<file path="src/hpsc_map.svh">
// constants for the host port and system control block
// assumes inclusion by hpsc_pkg and both end modules
`ifndef HPSC_MAP_SVH
`define HPSC_MAP_SVH
`define HPSC_ADDR_W     27
`define HPSC_BSEL_W     4
`define HPSC_DATA_W     32
`define HPSC_LCLK_DIV   2'h3
`define HPSC_ACC_CYC    4'h4
`define HPSC_RESET_VEC  32'hFFFF_FFE0
`endif

</file>
<file path="src/hpsc_pkg.sv">
// types shared by both ends of the host port
// assumes hpsc_map.svh in the include path
`include "hpsc_map.svh"
package hpsc_pkg;
    typedef logic [`HPSC_ADDR_W-1:0] hpsc_addr_t;   // host long-word address
    typedef logic [`HPSC_BSEL_W-1:0] hpsc_bsel_t;   // byte selects
    typedef logic [`HPSC_DATA_W-1:0] hpsc_data_t;   // data word
endpackage

</file>
<file path="src/hpsc_if.sv">
// pins between host processor and device host port
// assumes one clock shared by both ends
interface hpsc_if;
    import hpsc_pkg::*;
    logic       hostSelectN;         // host select, low active
    logic       hostReadStrobeN;     // read request, low active
    logic       hostWriteStrobeN;    // write request, low active
    hpsc_addr_t hostAddress;         // long-word address
    hpsc_bsel_t hostByteSelects;     // byte selects
    logic       hostReady;           // device ready
    logic       hostReadLatchStrobe; // rising edge latches read data
    logic       hostLatchOutputEnN;  // latch output enable, low active
    hpsc_data_t latchData;           // external latch contents
    modport device (input hostSelectN, hostReadStrobeN, hostWriteStrobeN, hostAddress,
                    hostByteSelects, latchData,
                    output hostReady, hostReadLatchStrobe, hostLatchOutputEnN);
    modport host (output hostSelectN, hostReadStrobeN, hostWriteStrobeN, hostAddress,
                  hostByteSelects, latchData,
                  input hostReady, hostReadLatchStrobe, hostLatchOutputEnN);
endinterface

</file>
<file path="src/hpsc_device.sv">
// device end: host port handshake, local clocks, irq sync, boot mode
// assumes host end on the same clk; irq pins asynchronous
`include "hpsc_map.svh"
module hpsc_device (
    input  wire logic                 clk,          // input clock
    input  wire logic                 srst,         // sync reset, high
    hpsc_if.device                    port,         // host pins
    input  wire logic                 localIrqAN,   // irq level a, async low
    input  wire logic                 localIrqBN,   // irq level b, async low
    input  wire logic                 irqAck,       // core recognized irq, pulse
    input  wire logic                 haltClear,    // host wrote 0 to halt bit
    input  wire hpsc_pkg::hpsc_data_t localRdData,  // local read data
    output logic                      localClockA,  // local clock a
    output logic                      localClockB,  // local clock b, 90 deg late
    output logic                      irqReqA,      // synced irq a
    output logic                      irqReqB,      // synced irq b
    output logic                      halted,       // halted for host
    output logic                      bootStart,    // fetch reset vector, pulse
    output hpsc_pkg::hpsc_data_t      bootVector,   // reset vector address
    output logic                      accWrite,     // local write strobe, pulse
    output hpsc_pkg::hpsc_addr_t      accAddr,      // latched address
    output hpsc_pkg::hpsc_bsel_t      accBsel,      // latched byte selects
    output hpsc_pkg::hpsc_data_t      accData       // captured data, written or read
);
    import hpsc_pkg::*;
    typedef enum logic [2:0] {HPSC_IDLE, HPSC_RD, HPSC_WR_WAIT, HPSC_WR, HPSC_DONE} hpsc_dst_t;

    // ****************************************
    // local clock generation
    // ****************************************
    logic [1:0] phase, next_phase;   // quarter-period counter
    logic       phaseTick;           // one edge per quarter
    logic       lcA, next_lcA;       // clock a
    logic       lcB, next_lcB;       // clock b

    // no video clock here: video timing lives in its own block
    // divider and quarter phases
    always_comb begin
        next_phase = phase + 2'h1;
        phaseTick  = (phase == `HPSC_LCLK_DIV);
        next_lcA   = lcA;
        next_lcB   = lcB;
        if (phaseTick) begin
            next_lcA = lcB ? 1'b0 : 1'b1;
            next_lcB = lcA;                 // b trails a by a quarter
        end
    end

    always_ff @(posedge clk) begin
        if (srst) begin
            phase <= 2'h0;
            lcA   <= 1'b0;
            lcB   <= 1'b0;
        end else begin
            phase <= next_phase;
            lcA   <= next_lcA;
            lcB   <= next_lcB;
        end
    end
    assign localClockA = lcA;
    assign localClockB = lcB;

    // ****************************************
    // interrupt synchronisers
    // ****************************************
    logic [1:0] irqMeta, next_irqMeta;   // first stage
    logic [1:0] irqSync, next_irqSync;   // second stage
    logic [1:0] irqReq, next_irqReq;     // held request

    // two flops then a held request per level
    always_comb begin
        next_irqMeta = {~localIrqBN, ~localIrqAN};
        next_irqSync = irqMeta;
        next_irqReq  = irqReq;
        if (phaseTick) begin
            next_irqReq = irqSync;
        end
        if (irqAck) begin
            next_irqReq = irqSync;                   // requester keeps level until ack
        end
    end

    always_ff @(posedge clk) begin
        if (srst) begin
            irqMeta <= 2'h0;
            irqSync <= 2'h0;
            irqReq  <= 2'h0;
        end else begin
            irqMeta <= next_irqMeta;
            irqSync <= next_irqSync;
            irqReq  <= next_irqReq;
        end
    end
    assign irqReqA = irqReq[0];
    assign irqReqB = irqReq[1];

    // ****************************************
    // boot mode and halt
    // ****************************************
    logic inReset;                    // reset seen last cycle
    logic halt_bit, next_hlt;              // halt bit
    logic boot, next_boot;            // boot pulse

    // sample select at first edge after reset release
    always_comb begin
        next_hlt  = halt_bit;
        next_boot = 1'b0;
        if (inReset) begin
            next_hlt  = port.hostSelectN;   // high: halt
            next_boot = ~port.hostSelectN;  // low: run reset vector
        end else if (haltClear) begin
            next_hlt = 1'b0;
        end
    end

    always_ff @(posedge clk) begin
        if (srst) begin
            inReset <= 1'b1;
            halt_bit     <= 1'b1;
            boot    <= 1'b0;
        end else begin
            inReset <= 1'b0;
            halt_bit     <= next_hlt;
            boot    <= next_boot;
        end
    end
    assign halted     = halt_bit;
    assign bootStart  = boot;
    assign bootVector = `HPSC_RESET_VEC;

    // ****************************************
    // host access handshake
    // ****************************************
    hpsc_dst_t  state, next_state;    // access sequencer
    logic [3:0] cnt, next_cnt;        // local cycle timer
    logic       rdy, next_rdy;        // ready pin
    logic       dst, next_dst;        // read latch strobe
    logic       oeN, next_oeN;        // latch output enable
    logic       wr, next_wr;          // local write pulse
    hpsc_addr_t addr, next_addr;      // latched address
    hpsc_bsel_t bsel, next_bsel;      // latched byte selects
    hpsc_data_t wdat, next_wdat;      // captured access data
    logic       wrSeen, next_wrSeen;  // write strobe seen low

    // handshake sequencing
    always_comb begin
        next_state  = state;
        next_cnt    = cnt;
        next_rdy    = rdy;
        next_dst    = dst;
        next_oeN    = oeN;
        next_wr     = 1'b0;
        next_addr   = addr;
        next_bsel   = bsel;
        next_wdat   = wdat;
        next_wrSeen = wrSeen;
        case (state)
            HPSC_IDLE: begin
                next_rdy = 1'b0;
                if (!port.hostSelectN) begin
                    next_addr = port.hostAddress;
                    next_bsel = port.hostByteSelects;
                    if (!port.hostReadStrobeN) begin
                        next_cnt   = `HPSC_ACC_CYC;
                        next_state = HPSC_RD;
                    end else if (!port.hostWriteStrobeN) begin
                        next_wrSeen = 1'b1;
                        next_state  = HPSC_WR_WAIT;
                    end
                end
            end
            HPSC_RD: begin
                next_cnt = cnt - 4'h1;
                if (cnt == 4'h1) begin
                    next_wdat  = localRdData;               // read data held for the latch
                    next_dst   = 1'b1;
                    next_rdy   = 1'b1;
                    next_state = HPSC_DONE;
                end
            end
            HPSC_WR_WAIT: begin
                if (port.hostWriteStrobeN) begin            // rising edge of write
                    next_oeN   = 1'b0;
                    next_cnt   = `HPSC_ACC_CYC;
                    next_state = HPSC_WR;
                end
            end
            HPSC_WR: begin
                next_cnt = cnt - 4'h1;
                if (cnt == 4'h2) begin
                    next_wdat = port.latchData;
                    next_wr   = 1'b1;
                end
                if (cnt == 4'h1) begin
                    next_oeN   = 1'b1;
                    next_rdy   = 1'b1;
                    next_state = HPSC_DONE;
                end
            end
            default: begin
                // drop ready once strobes are released
                if (port.hostReadStrobeN && (port.hostWriteStrobeN || wrSeen)) begin
                    next_rdy    = 1'b0;
                    next_dst    = 1'b0;
                    next_wrSeen = 1'b0;
                    next_state  = HPSC_IDLE;
                end
            end
        endcase
    end

    // handshake registers, inactive in reset
    always_ff @(posedge clk) begin
        if (srst) begin
            state  <= HPSC_IDLE;
            cnt    <= 4'h0;
            rdy    <= 1'b0;
            dst    <= 1'b0;
            oeN    <= 1'b1;
            wr     <= 1'b0;
            addr   <= '0;
            bsel   <= '0;
            wdat   <= '0;
            wrSeen <= 1'b0;
        end else begin
            state  <= next_state;
            cnt    <= next_cnt;
            rdy    <= next_rdy;
            dst    <= next_dst;
            oeN    <= next_oeN;
            wr     <= next_wr;
            addr   <= next_addr;
            bsel   <= next_bsel;
            wdat   <= next_wdat;
            wrSeen <= next_wrSeen;
        end
    end
    assign port.hostReady           = rdy;
    assign port.hostReadLatchStrobe = dst;
    assign port.hostLatchOutputEnN  = oeN;
    assign accWrite                 = wr;
    assign accAddr                  = addr;
    assign accBsel                  = bsel;
    assign accData                  = wdat;
endmodule

</file>
<file path="src/flat_wrapper.sv">
// flat-port wrapper written by rule: the top's interface ports become plain ports
module hpsc_device_flat import hpsc_pkg::*;
  (clk, srst, localIrqAN, localIrqBN, irqAck, haltClear, localRdData, localClockA, localClockB, irqReqA, irqReqB, halted, bootStart, bootVector, accWrite, accAddr, accBsel, accData, port_hostSelectN, port_hostReadStrobeN, port_hostWriteStrobeN, port_hostAddress, port_hostByteSelects, port_latchData, port_hostReady, port_hostReadLatchStrobe, port_hostLatchOutputEnN);
  hpsc_if port_i ();
  input  wire logic clk;
  input  wire logic srst;
  input  wire logic localIrqAN;
  input  wire logic localIrqBN;
  input  wire logic irqAck;
  input  wire logic haltClear;
  input  wire hpsc_pkg::hpsc_data_t localRdData;
  output logic localClockA;
  output logic localClockB;
  output logic irqReqA;
  output logic irqReqB;
  output logic halted;
  output logic bootStart;
  output hpsc_pkg::hpsc_data_t bootVector;
  output logic accWrite;
  output hpsc_pkg::hpsc_addr_t accAddr;
  output hpsc_pkg::hpsc_bsel_t accBsel;
  output hpsc_pkg::hpsc_data_t accData;
  input wire logic [$bits(port_i.hostSelectN)-1:0] port_hostSelectN;
  input wire logic [$bits(port_i.hostReadStrobeN)-1:0] port_hostReadStrobeN;
  input wire logic [$bits(port_i.hostWriteStrobeN)-1:0] port_hostWriteStrobeN;
  input wire logic [$bits(port_i.hostAddress)-1:0] port_hostAddress;
  input wire logic [$bits(port_i.hostByteSelects)-1:0] port_hostByteSelects;
  input wire logic [$bits(port_i.latchData)-1:0] port_latchData;
  output wire logic [$bits(port_i.hostReady)-1:0] port_hostReady;
  output wire logic [$bits(port_i.hostReadLatchStrobe)-1:0] port_hostReadLatchStrobe;
  output wire logic [$bits(port_i.hostLatchOutputEnN)-1:0] port_hostLatchOutputEnN;
  assign port_i.hostSelectN = port_hostSelectN;
  assign port_i.hostReadStrobeN = port_hostReadStrobeN;
  assign port_i.hostWriteStrobeN = port_hostWriteStrobeN;
  assign port_i.hostAddress = port_hostAddress;
  assign port_i.hostByteSelects = port_hostByteSelects;
  assign port_i.latchData = port_latchData;
  assign port_hostReady = port_i.hostReady;
  assign port_hostReadLatchStrobe = port_i.hostReadLatchStrobe;
  assign port_hostLatchOutputEnN = port_i.hostLatchOutputEnN;
  hpsc_device u_core (.clk(clk), .srst(srst), .port(port_i), .localIrqAN(localIrqAN), .localIrqBN(localIrqBN), .irqAck(irqAck), .haltClear(haltClear), .localRdData(localRdData), .localClockA(localClockA), .localClockB(localClockB), .irqReqA(irqReqA), .irqReqB(irqReqB), .halted(halted), .bootStart(bootStart), .bootVector(bootVector), .accWrite(accWrite), .accAddr(accAddr), .accBsel(accBsel), .accData(accData));
endmodule
</file>
<file path="config.mk">
export PLATFORM = sky130hd
export DESIGN_NAME = hpsc_device_flat
export DESIGN_NICKNAME = d
export VERILOG_FILES = /design/src/hpsc_pkg.sv /design/src/hpsc_if.sv /design/src/hpsc_device.sv /design/src/flat_wrapper.sv
export VERILOG_INCLUDE_DIRS = /design/src
export SDC_FILE = /design/constraint.sdc
export NUM_CORES = 1
export LEC_CHECK = 0
export BUFFER_PORTS_ARGS = -buffer_cell sky130_fd_sc_hd__buf_2
export CAP_MARGIN = 10
export CORE_MARGIN = 2
export CORE_UTILIZATION = 35
export DETAILED_ROUTE_END_ITERATION = 7
export PLACE_DENSITY = 0.73
export SLEW_MARGIN = 20
export SYNTH_ARGS = -nofsm -noshare
export SYNTH_HDL_FRONTEND = slang
export SYNTH_SLANG_ARGS = --single-unit
</file>
<file path="constraint.sdc">
create_clock -name clk -period 3.62 [get_ports clk]
set_input_delay 0.181 -clock clk [delete_from_list [all_inputs] [get_ports clk]]
set_output_delay 0.181 -clock clk [all_outputs]
set_load 0.005 [all_outputs]
</file>
# --- Yosys cells after proc, flatten, opt, wreduce, memory -nomap -nowiden ---
# Cells that the tools add are included.
word_totals:
  memories: 0
  latchBits: 0
  regBits: 88
  ramBits: 0
  output_inout_bits: 105
  wordCells: 101
  in_bits: 104
  rom_bits: 0
op_classes:
  n_reduce_logical: 25
  n_shift: 0
  div_mod_pow: 0
  n_mux: 31
  eq_ne: 16
  n_mul: 0
  n_lt_le_gt_ge: 0
  addsub: 2
  bitwise: 8
ops:
  columns: ["cell", "n"]
  rows:
  - ["32-bit 2-to-1 mux", 2]
  - ["32-bit one-hot mux with 2 select lines", 1]
  - ["3-bit 2-to-1 mux", 6]
  - ["4-bit 2-to-1 mux", 3]
  - ["4-bit one-hot mux with 3 select lines", 1]
  - ["3-bit AND reduction", 4]
  - ["2-bit nonzero test", 6]
  - ["1-bit 2-to-1 mux", 11]
  - ["2-bit inequality test (second input constant)", 5]
  - ["5-bit AND reduction", 2]
  - ["3-bit one-hot mux with 3 select lines", 1]
  - ["2-bit by 1-bit inequality test with 1-bit output (second input constant)", 4]
  - ["1-bit inverter", 8]
  - ["3-bit by 2-bit equality test with 1-bit output (second input constant)", 2]
  - ["1-bit one-hot mux with 2 select lines", 3]
  - ["3-bit nonzero test", 2]
  - ["2-bit OR reduction", 3]
  - ["3-bit OR reduction", 2]
  - ["4-bit by 1-bit equality test with 1-bit output (second input constant)", 1]
  - ["4-bit by 2-bit equality test with 1-bit output (second input constant)", 1]
  - ["2-bit 2-to-1 mux", 2]
  - ["4-bit AND reduction", 1]
  - ["4-bit nonzero test", 1]
  - ["4-bit by 1-bit subtractor with 4-bit output (second input constant)", 1]
  - ["other kinds (9)", 9]

# --- Longest topological paths before layout ---
# Gate-level depths: netlist of run 1.
depth:
  depth_word: 4
  ltp_mapped: 7
  depth_no_buf: 6

# --- Worst setup path before layout of run 1 ---
# No wires, ideal clock.
synth_path:
  path_kind: "reg-to-reg"
  startpoint: "reg u_core.cnt[0]"
  endpoint: "reg u_core.wdat[17], in the netlist u_core.accData[17]"
  required_ns: 3.529
  path_stages_with_launch: 8
  arrival_time_ns: 1.454
  path_buffers: 1
  path_slack_ns: 2.075
  path_cell_list: "dfxtp_1 > inv_1 > ha_1 > mux2i_1 > nor4_4 > buf_2 > nor2_1 > a311oi_1"
synth_between:
  elab_chain_cells: 3
synth_lines:
  columns: ["element", "line", "source"]
  rows:
  - ["start, declared", "hpsc_device.sv:135", "logic [3:0] cnt, next_cnt;"]
  - ["start signal, assigned", "hpsc_device.sv:227", "cnt <= next_cnt;"]
  - ["4-bit by 2-bit equality test with 1-bit output or 4-bit by 1-bit equality test with 1-bit output (tied branches)", "hpsc_device.sv:190, hpsc_device.sv:174", null]
  - ["2-bit by 1-bit inequality test with 1-bit output (no line)", null, null]
  - ["3-bit AND reduction (no line) *", null, null]
  - ["end signal, assigned", "hpsc_device.sv:234", "wdat <= next_wdat;"]
  - ["end, declared", "hpsc_device.sv:142", "hpsc_data_t wdat, next_wdat;"]
# Every way passes the cells marked *; elsewhere a longest branch is shown, timed or not.
# A chain may end at the register's enable or synchronous reset.

# --- Worst setup path in the final report of run 1 ---
layout_path:
  startpoint: "reg u_core.state[0]"
  endpoint: "reg u_core.wdat[27], in the netlist u_core.accData[27]"
layout_between:
  elab_chain_cells: 3
layout_lines:
  columns: ["element", "line", "source"]
  rows:
  - ["start, declared", "hpsc_device.sv:134", "hpsc_dst_t state, next_state;"]
  - ["start signal, assigned", "hpsc_device.sv:226", "state <= next_state;"]
  - ["3-bit by 2-bit equality test with 1-bit output or 3-bit by 1-bit equality test with 1-bit output (tied branches)", "hpsc_device.sv:157", "case (state)"]
  - ["2-bit by 1-bit inequality test with 1-bit output (no line) or 2-bit nonzero test (tied branches)", null, null]
  - ["3-bit AND reduction (no line)", null, null]
# Several ways; a longest one is shown, not always the timed one.

==> run summary, run 1 <==
## Status
* finished, final reports clean — outcome

## Power and ir drop
* 0.268 — switching part of the total power
* 0.477 — Seq pwr share
* 0.00224 W — Total Power
* 0.00164 W — design internal power
* 0.152 — combinational share of power
* 0.199 mV — worst vdd rail ir drop
* 2.25 nW — leakage power figure
* 0.371 — Clock power frac
* 461 mW/mm² — pwr dens
* 0.000601 W — Psw

## Floorplanning
* 0.363 — starting density of the core
* 108 µm — floorplan die height
* 0.0116 mm² — Total Die Area
* 209 — number of I/O pins
* 0.0104 mm² — area of the core
* 108 µm — chip width
* 37 — Placement Rows

## STA
* 0.0546 ns — final hold slack
* 0.277 — headroom to the max-slew limit
* 0.00897 ns — worst clock skew
* 0 — Hold Vio Cnt, Final
* 0 — final-report max-slew violation count
* 0.449 GHz — Max Clk Rate
* no — RSZ-0062 raised after global routing
* 0 — Setup Viol. Count Final
* 2.23 ns — Tmin final
* 0.615 — Final Cycle Share
* 1.08 ns — transition time at the pin with the least slew margin
* 1.39 ns — final worst slack
* 0 ns — TNS Setup

## CTS
* 0.35 ns — Clk Latency, worst-skew pair
* 3 — htree depth
* 0.09 ns — register clock-pin slew on the reported worst setup and hold paths
* built — clock tree from TritonCTS
* 0 — post_cts resized
* 88 — Clock Sink Count
* clkbuf_8 — CTS root buf
* 9 — total clock buffers created by CTS
* 2 — maximum buffer depth of the clock tree
* 2 — CTS hold repair buffers
* 0 — post-CTS setup buffer count

## Min path
* input port to flip-flop — worst min-delay path category
* port_hostSelectN — Min-Delay Startpoint

## Global routing
* 15.0 mm — global-route wire length before repair
* 0.161 — gr usage total
* 3,377 — via count of the first global-routing pass
* 68 — maximum number of pins on one net before global-route repair
* 0 — global route total overflow
* 0 — antenna violations before repair

## Setup path
* 20 — critical path fanouts, max
* flip-flop — sort of element at the start of the critical path
* flip-flop to flip-flop — category of the most critical setup path
* u_core.state[0] — worst flop-to-flop path startpoint
* u_core.state[0] — critical path launch point
* 2.48 ns — worst endpoint data arrival time
* flip-flop — kind of end point of the critical path
* 3.88 ns — required time reported for the critical path endpoint

## Synthesis
* 0 — total number of yosys warnings
* 8.04 µm² — average instance area after synthesis
* 468 — cells after synthesis
* 0.468 — sequential fraction of the synthesis area
* 88 — FF+latch count, synth
* 35 — library cells used by synthesis
* 0.00376 mm² — post-synth design cell area

## Finish
* 1,048 — number of inserted filler cells in the final layout
* buf_2 — commonest non-fill, non-tap cell in the layout
* 0 — number of antenna diodes
* 0.321 — layout cells sized above 1
* buf_2 (175), nand2_1 (104), dfxtp_1 (88) — highest-count cells in the layout ignoring fill and taps
* 29.0% — relative area change from synthesis to final layout
* 732 — Final Net Count
* 765 — post-layout instance count excluding filler cells

## Route
* 0 — DRC violations left
* 9.67 mm — wire length reported by the detailed router
* 4.82 — number of vias per cell after detailed routing
* 3,689 — total number of vias
* 4 — total iterations of the first detailed-routing run
* 12.6 µm — routed length per placed instance
* 227 — Detailed Route Iter0 Violations
* 0 — Routed Antenna Nets

## Placed design
* 1.38 ns — minimum setup slack after placement
* 7.11 mm — Post-DP HPWL
* 176 — number of buffers inserted by port buffering
* 0.754 — final weighted congestion of routability-driven global placement
* 747 — dpl cells

## Run
* 0 — count of max-cap constraint violations

==> sequential cells by signal, indices dropped and copies added (netlist names), 2 cells and up <==
signal	cells
u_core.accAddr	27
u_core.accBsel	4
u_core.accData	32
u_core.cnt	4
u_core.irqMeta	2
u_core.irqReq	2
u_core.irqSync	2
u_core.phase	2
u_core.state	3
==> logic make-up after synthesis <==
logic type	Yosys count	share of synthesized area
adder cells (fa/ha/maj)	4	0.0133
buffers and inverters	74	0.110
AND/OR/NAND/NOR	204	0.233
AO/OA/AOI/OAI	91	0.161
other	2	0.00200
multiplexers	5	0.0136
flip-flops	88	0.468
==> Yosys cell counts <==
library cell	count	area (µm²)
a311oi_1	32	280
nand2b_1	4	25.0
nand2_1	104	390
clkbuf_1	20	75.1
buf_2	9	45.0
and4_1	1	8.76
a211oi_1	3	22.5
dfxtp_1	88	1760
a21o_1	2	15.0
o31ai_1	1	7.51
o21ai_0	4	20.0
nor2b_1	5	31.3
a21oi_1	43	215
or3_1	1	6.26
o21a_1	1	7.51
buf_1	6	22.5
o21bai_1	1	7.51
or2_2	1	6.26
o2111ai_1	1	8.76
ha_1	4	50.1
conb_1	2	7.51
nand3_1	32	160
mux2i_1	4	40.0
a31oi_1	1	6.26
inv_1	6	22.5
nor2_1	49	184
nand3b_1	1	7.51
nor4_4	1	21.3
nor3_2	1	10.0
nor3_1	2	10.0
mux2_2	1	11.3
o22ai_1	1	6.26
a22oi_1	1	7.51
nor3b_1	2	15.0
buf_4	33	248
==> power groups by stage <==
| stage | Clock [W] | Combinational (W) | Sequential (W) |
|---|---|---|---|
| floorplan | 0 | 0.000231 | 0.00108 |
| global placement | 0 | 0.000335 | 0.00109 |
| detailed placement | 0 | 0.000342 | 0.00109 |
| CTS | 0.000859 | 0.000344 | 0.00107 |
| global route | 0.000896 | 0.000387 | 0.00108 |
| finish | 0.000831 | 0.000341 | 0.00107 |
==> through the flow <==
step / cell area, µm² / util
detailed placement: 4580 / 0.442
CTS: 4850 / 0.468
floorplan: 3880 / -
global route: 4850 / 0.468
finish: 4850 / 0.468
global placement: 4580 / 0.442
==> critical path, cell delays in order (launching register included) <==
cell and delay [ns]:
dfxtp_1 0.58, nor2b_2 0.81, buf_4 0.34, nand3_1 0.10, a311oi_1 0.29
==> per-layer routing <==
layer  track usage  vias up  part of all wire
met4        0.0797        0             0.023
met2         0.286      187              0.48
met1         0.178     1647              0.41
met3        0.0393       18             0.095
met5             0        -                 0
li1              -     1837                 -
==> worst paths after layout <==
| check | to | slack [ns] | cells past startpoint |
|---|---|---|---|
| worst min-delay path | u_core.bootStart | 0.05 | 2 |
| worst min register to register | u_core.phase[0] | 0.44 | 1 |
| worst max register to register | u_core.accData[27] | 1.39 | 4 |
| worst max-delay path | u_core.accData[27] | 1.39 | 4 |
==> cell type report <==
class | instances | area [µm²] | share of cell area
inverters | 6 | 22.5 | 0.00464
clock inverters | 7 | 125 | 0.0258
clock buffers | 9 | 124 | 0.0255
repair buffers | 183 | 941 | 0.194
well taps | 136 | 170 | 0.0351
multi-input cells | 336 | 1710 | 0.352
flip-flops and latches | 88 | 1760 | 0.363
Note: power is estimated with default switching activity, not from simulation.
==> inputs of run 2 (changes only) <==
--- a/config.mk
+++ b/config.mk
@@ -6,12 +6,13 @@
 export SDC_FILE = /design/constraint.sdc
 export NUM_CORES = 1
 export LEC_CHECK = 0
+export ABC_AREA = 1
 export BUFFER_PORTS_ARGS = -buffer_cell sky130_fd_sc_hd__buf_2
 export CAP_MARGIN = 10
 export CORE_MARGIN = 2
 export CORE_UTILIZATION = 35
 export DETAILED_ROUTE_END_ITERATION = 7
-export PLACE_DENSITY = 0.73
+export PLACE_DENSITY = 0.72
 export SLEW_MARGIN = 20
 export SYNTH_ARGS = -nofsm -noshare
 export SYNTH_HDL_FRONTEND = slang
==> constraint.sdc (replaced) <==
create_clock -name clk -period 2.25 [get_ports clk]
set_input_delay 0.1125 -clock clk [delete_from_list [all_inputs] [get_ports clk]]
set_output_delay 0.1125 -clock clk [all_outputs]
set_load 0.005 [all_outputs]
==> run 2 against run 1 <==
Maximum frequency increased by 30%. Cell count increased by 14%. Total power increased by 97%. First-iteration DRC count decreased by 7.0%. Register-to-register slack got worse by 0.85 ns. Largest cell class is now multi-input combinational cells. Highest routed layer unchanged.
==> run summary, run 2 <==
## Status
* finished, final reports clean — outcome

## Power and ir drop
* 880 mW/mm² — pwr dens, +91%
* 0.00442 W — Total Power, +97%
* 2.66 nW — leakage power figure, +18%
* 0.463 mV — worst vdd rail ir drop, +130%

## Setup path
* 0.54 ns — register-to-register setup slack, -0.85 ns
* 9 — R2R cell count, +5
* u_core.accData[3] — R2R Path End
* 9 — logic depth of the worst setup path including buffers, +5
* 3 — count of buffer and inverter cells on the critical path, +2
* u_core.cnt[1] — worst flop-to-flop path startpoint
* 1.99 ns — worst endpoint data arrival time, -0.49 ns
* inv_2 — Slowest cell on crit path
* flip-flop — kind of end point of the critical path
* flip-flop to flip-flop — category of the most critical setup path
* 29 — critical path fanouts, max, +45%
* flip-flop — sort of element at the start of the critical path
* 2.53 ns — required time reported for the critical path endpoint, -1.35 ns
* inv_1 -> ha_1 -> nand2_1 -> inv_1 -> nand3_2 -> nand2_2 -> inv_2 -> nor2_1 -> nor2_1 — cell-by-cell trace of the critical path
* 0.40 ns — Critical Path Max Stage Delay, -0.41 ns
* buffers and inverters — family with the most delay on the worst path

## Synthesis
* 0 — total number of yosys warnings, unchanged
* dfxtp_1 — main flop type after synthesis
* 558 — cells after synthesis, +19%
* 25 — library cells used by synthesis, -29%
* 7.03 µm² — average instance area after synthesis, -13%
* 0.449 — sequential fraction of the synthesis area, -0.0191
* 0.00392 mm² — post-synth design cell area, +4.3%
* 88 — FF+latch count, synth, unchanged
* nand2_1 — dominant cell by count in the synthesized netlist
* 0.449 — area fraction of the dominant cell type after synthesis, -0.0191
* dfxtp_1 — biggest area consumer among synthesized cells
* dfxtp_1 (45%), nand2_1 (14%), nor2_1 (8.7%), buf_4 (6.1%), a21oi_1 (5.7%) — main area contributors after synthesis
* nand2_1 (148), nor2_1 (91), dfxtp_1 (88) — synth cell count leaders
* 0 — Post-synth EDFFs, unchanged
* 0 — Async SR Flop Fraction, unchanged

## CTS
* 0 — post_cts resized, unchanged
* clkbuf_8 — CTS root buf
* 0 — post-CTS setup buffer count, unchanged
* 88 — Clock Sink Count, unchanged
* 3 — htree depth, unchanged
* 0.35 ns — Clk Latency, worst-skew pair, about the same
* 2 — maximum buffer depth of the clock tree, unchanged
* 5 — CTS hold repair buffers, +3
* 9 — total clock buffers created by CTS, unchanged
* 0.10 ns — register clock-pin slew on the reported worst setup and hold paths, about the same
* built — clock tree from TritonCTS

## Global routing
* 0 — antenna violations before repair, unchanged
* 0 — global route total overflow, unchanged
* 3,594 — via count of the first global-routing pass, +6.4%
* 16.4 mm — global-route wire length before repair, +9.9%
* 48 — maximum number of pins on one net before global-route repair, -29%
* 0.169 — gr usage total, +0.00841

## STA
* 0 — final-report max-slew violation count, unchanged
* 1.71 ns — Tmin final, -0.519 ns
* no — RSZ-0062 raised after global routing
* 0 ns — TNS Setup, unchanged
* 0 — Hold Vio Cnt, Final, unchanged
* 0.759 — Final Cycle Share, +0.144
* 0 — Setup Viol. Count Final, unchanged
* 0.0135 ns — worst clock skew, +0.00455 ns
* 0.586 GHz — Max Clk Rate, +30%

## Min path
* input port to flip-flop — worst min-delay path category
* 3 — hold path cells, +1
* port_hostAddress[13] — Min-Delay Startpoint
* u_core.accAddr[13] — Worst Hold Path EP

## Route
* 3,909 — total number of vias, +6.0%
* 0 — Routed Antenna Nets, unchanged
* 10.1 mm — wire length reported by the detailed router, +4.1%
* 4.49 — number of vias per cell after detailed routing, -6.9%
* 0 — DRC violations left, unchanged
* 4 — total iterations of the first detailed-routing run, unchanged
* 11.6 µm — routed length per placed instance, -8.5%
* 211 — Detailed Route Iter0 Violations, -7.0%

## Floorplanning
* 0.360 — starting density of the core, -0.00256
* 110 µm — chip width, +2.0%
* 209 — number of I/O pins, unchanged
* 0.0121 mm² — Total Die Area, +4.1%
* 0.0109 mm² — area of the core, +5.0%
* 38 — Placement Rows, +2.7%
* 110 µm — floorplan die height, +2.0%

## Finish
* 0 — number of antenna diodes, unchanged
* 27.8% — relative area change from synthesis to final layout
* buf_2 — commonest non-fill, non-tap cell in the layout
* 0.00180 mm² — multi-input combinational cell area, +5.4%
* 32 — number of flip-flops under the largest register name, unchanged
* 834 — Final Net Count, +14%
* 1,147 — number of inserted filler cells in the final layout, +9.4%
* 0.461 — fin util, -0.00756
* 0.289 — layout cells sized above 1, -0.0325
* buf_2 (176), nand2_1 (148), nor2_1 (91) — highest-count cells in the layout ignoring fill and taps
* 0.00176 mm² — Sequential cell area, unchanged

## Placed design
* 7.30 mm — Post-DP HPWL, +2.7%
* 0.819 — final weighted congestion of routability-driven global placement, +8.6%
* 176 — number of buffers inserted by port buffering, unchanged

## Run
* 0 — count of max-cap constraint violations, unchanged

==> run 2: changes by cell type after synthesis, moves of 6 or more <==
cell | before | now
nand2_1 | 104 | 148
nor2_1 | 49 | 91
o21ai_0 | 4 | 39
a311oi_1 | 32 | 0
inv_1 | 6 | 19
nand3_1 | 32 | 42
buf_1 | 6 | 0
clkbuf_1 | 20 | 14
==> run 2: how the worst max path moves through the flow <==
stage | to | startpoint
after CTS | u_core.accData[3] | u_core.cnt[1]
after global routing | u_core.accData[3] | u_core.cnt[1]
after detailed placement | u_core.accData[3] | u_core.cnt[1]
after global placement | u_core.accData[10] | u_core.cnt[1]
final | u_core.accData[3] | u_core.cnt[1]
after floorplan | u_core.accData[0] | u_core.cnt[1]
==> run 2: final cells by class <==
| type | instances | area share |
|---|---|---|
| tap | 140 | 0.0349 |
| inverter | 23 | 0.0172 |
| clock buffer | 9 | 0.0247 |
| clock inverter | 7 | 0.0147 |
| multi-input combinational | 415 | 0.360 |
| timing repair buffer | 189 | 0.198 |
| sequential | 88 | 0.351 |
==> run 2: worst reg2reg max path: stages, from the launching register on <==
cell and delay, ns:
dfxtp_1 0.37, inv_1 0.08, ha_1 0.19, nand2_1 0.11, inv_1 0.07, nand3_2 0.07
nand2_2 0.13, inv_2 0.40, nor2_1 0.09, nor2_1 0.13
==> run 2: routing by layer <==
| metal | vias up | track usage | share of wire |
|---|---|---|---|
| met5 | - | 0 | 0 |
| met4 | 0 | 0.0696 | 0.024 |
| met1 | 1737 | 0.207 | 0.43 |
| met2 | 107 | 0.284 | 0.49 |
| met3 | 22 | 0.0409 | 0.056 |
| li1 | 2043 | - | - |
==> run 2: per-stage QoR <==
stage | instances | hold WS, ns | instance area, µm² | worst slack (ns)
6_report | 871 | 0.0206 | 5010 | 0.542
5_1_grt | 871 | 0.00327 | 5010 | 0.325
2_1_floorplan | 588 | 0.140 | 4040 | 0.843
4_1_cts | 871 | 0.000213 | 5010 | 0.529
3_3_place_gp | 850 | 0.264 | 4770 | 0.655
3_5_place_dp | 850 | 0.269 | 4770 | 0.563
==> run 2: power breakdown <==
group          total (W)  switching (W)  internal, W
Sequential       0.00195       0.000144      0.00180
Clock            0.00107       0.000633     0.000438
Combinational    0.00140       0.000854     0.000542
Total            0.00442        0.00163      0.00278
==> run 2: cell families after synthesis <==
group	count (synthesis)	synth area share
simple gates	291	0.301
buf+inv	85	0.120
other cells	2	0.00191
flops	88	0.449
compound gates	87	0.113
fa+ha+maj	4	0.0128
xor+xnor	1	0.00223
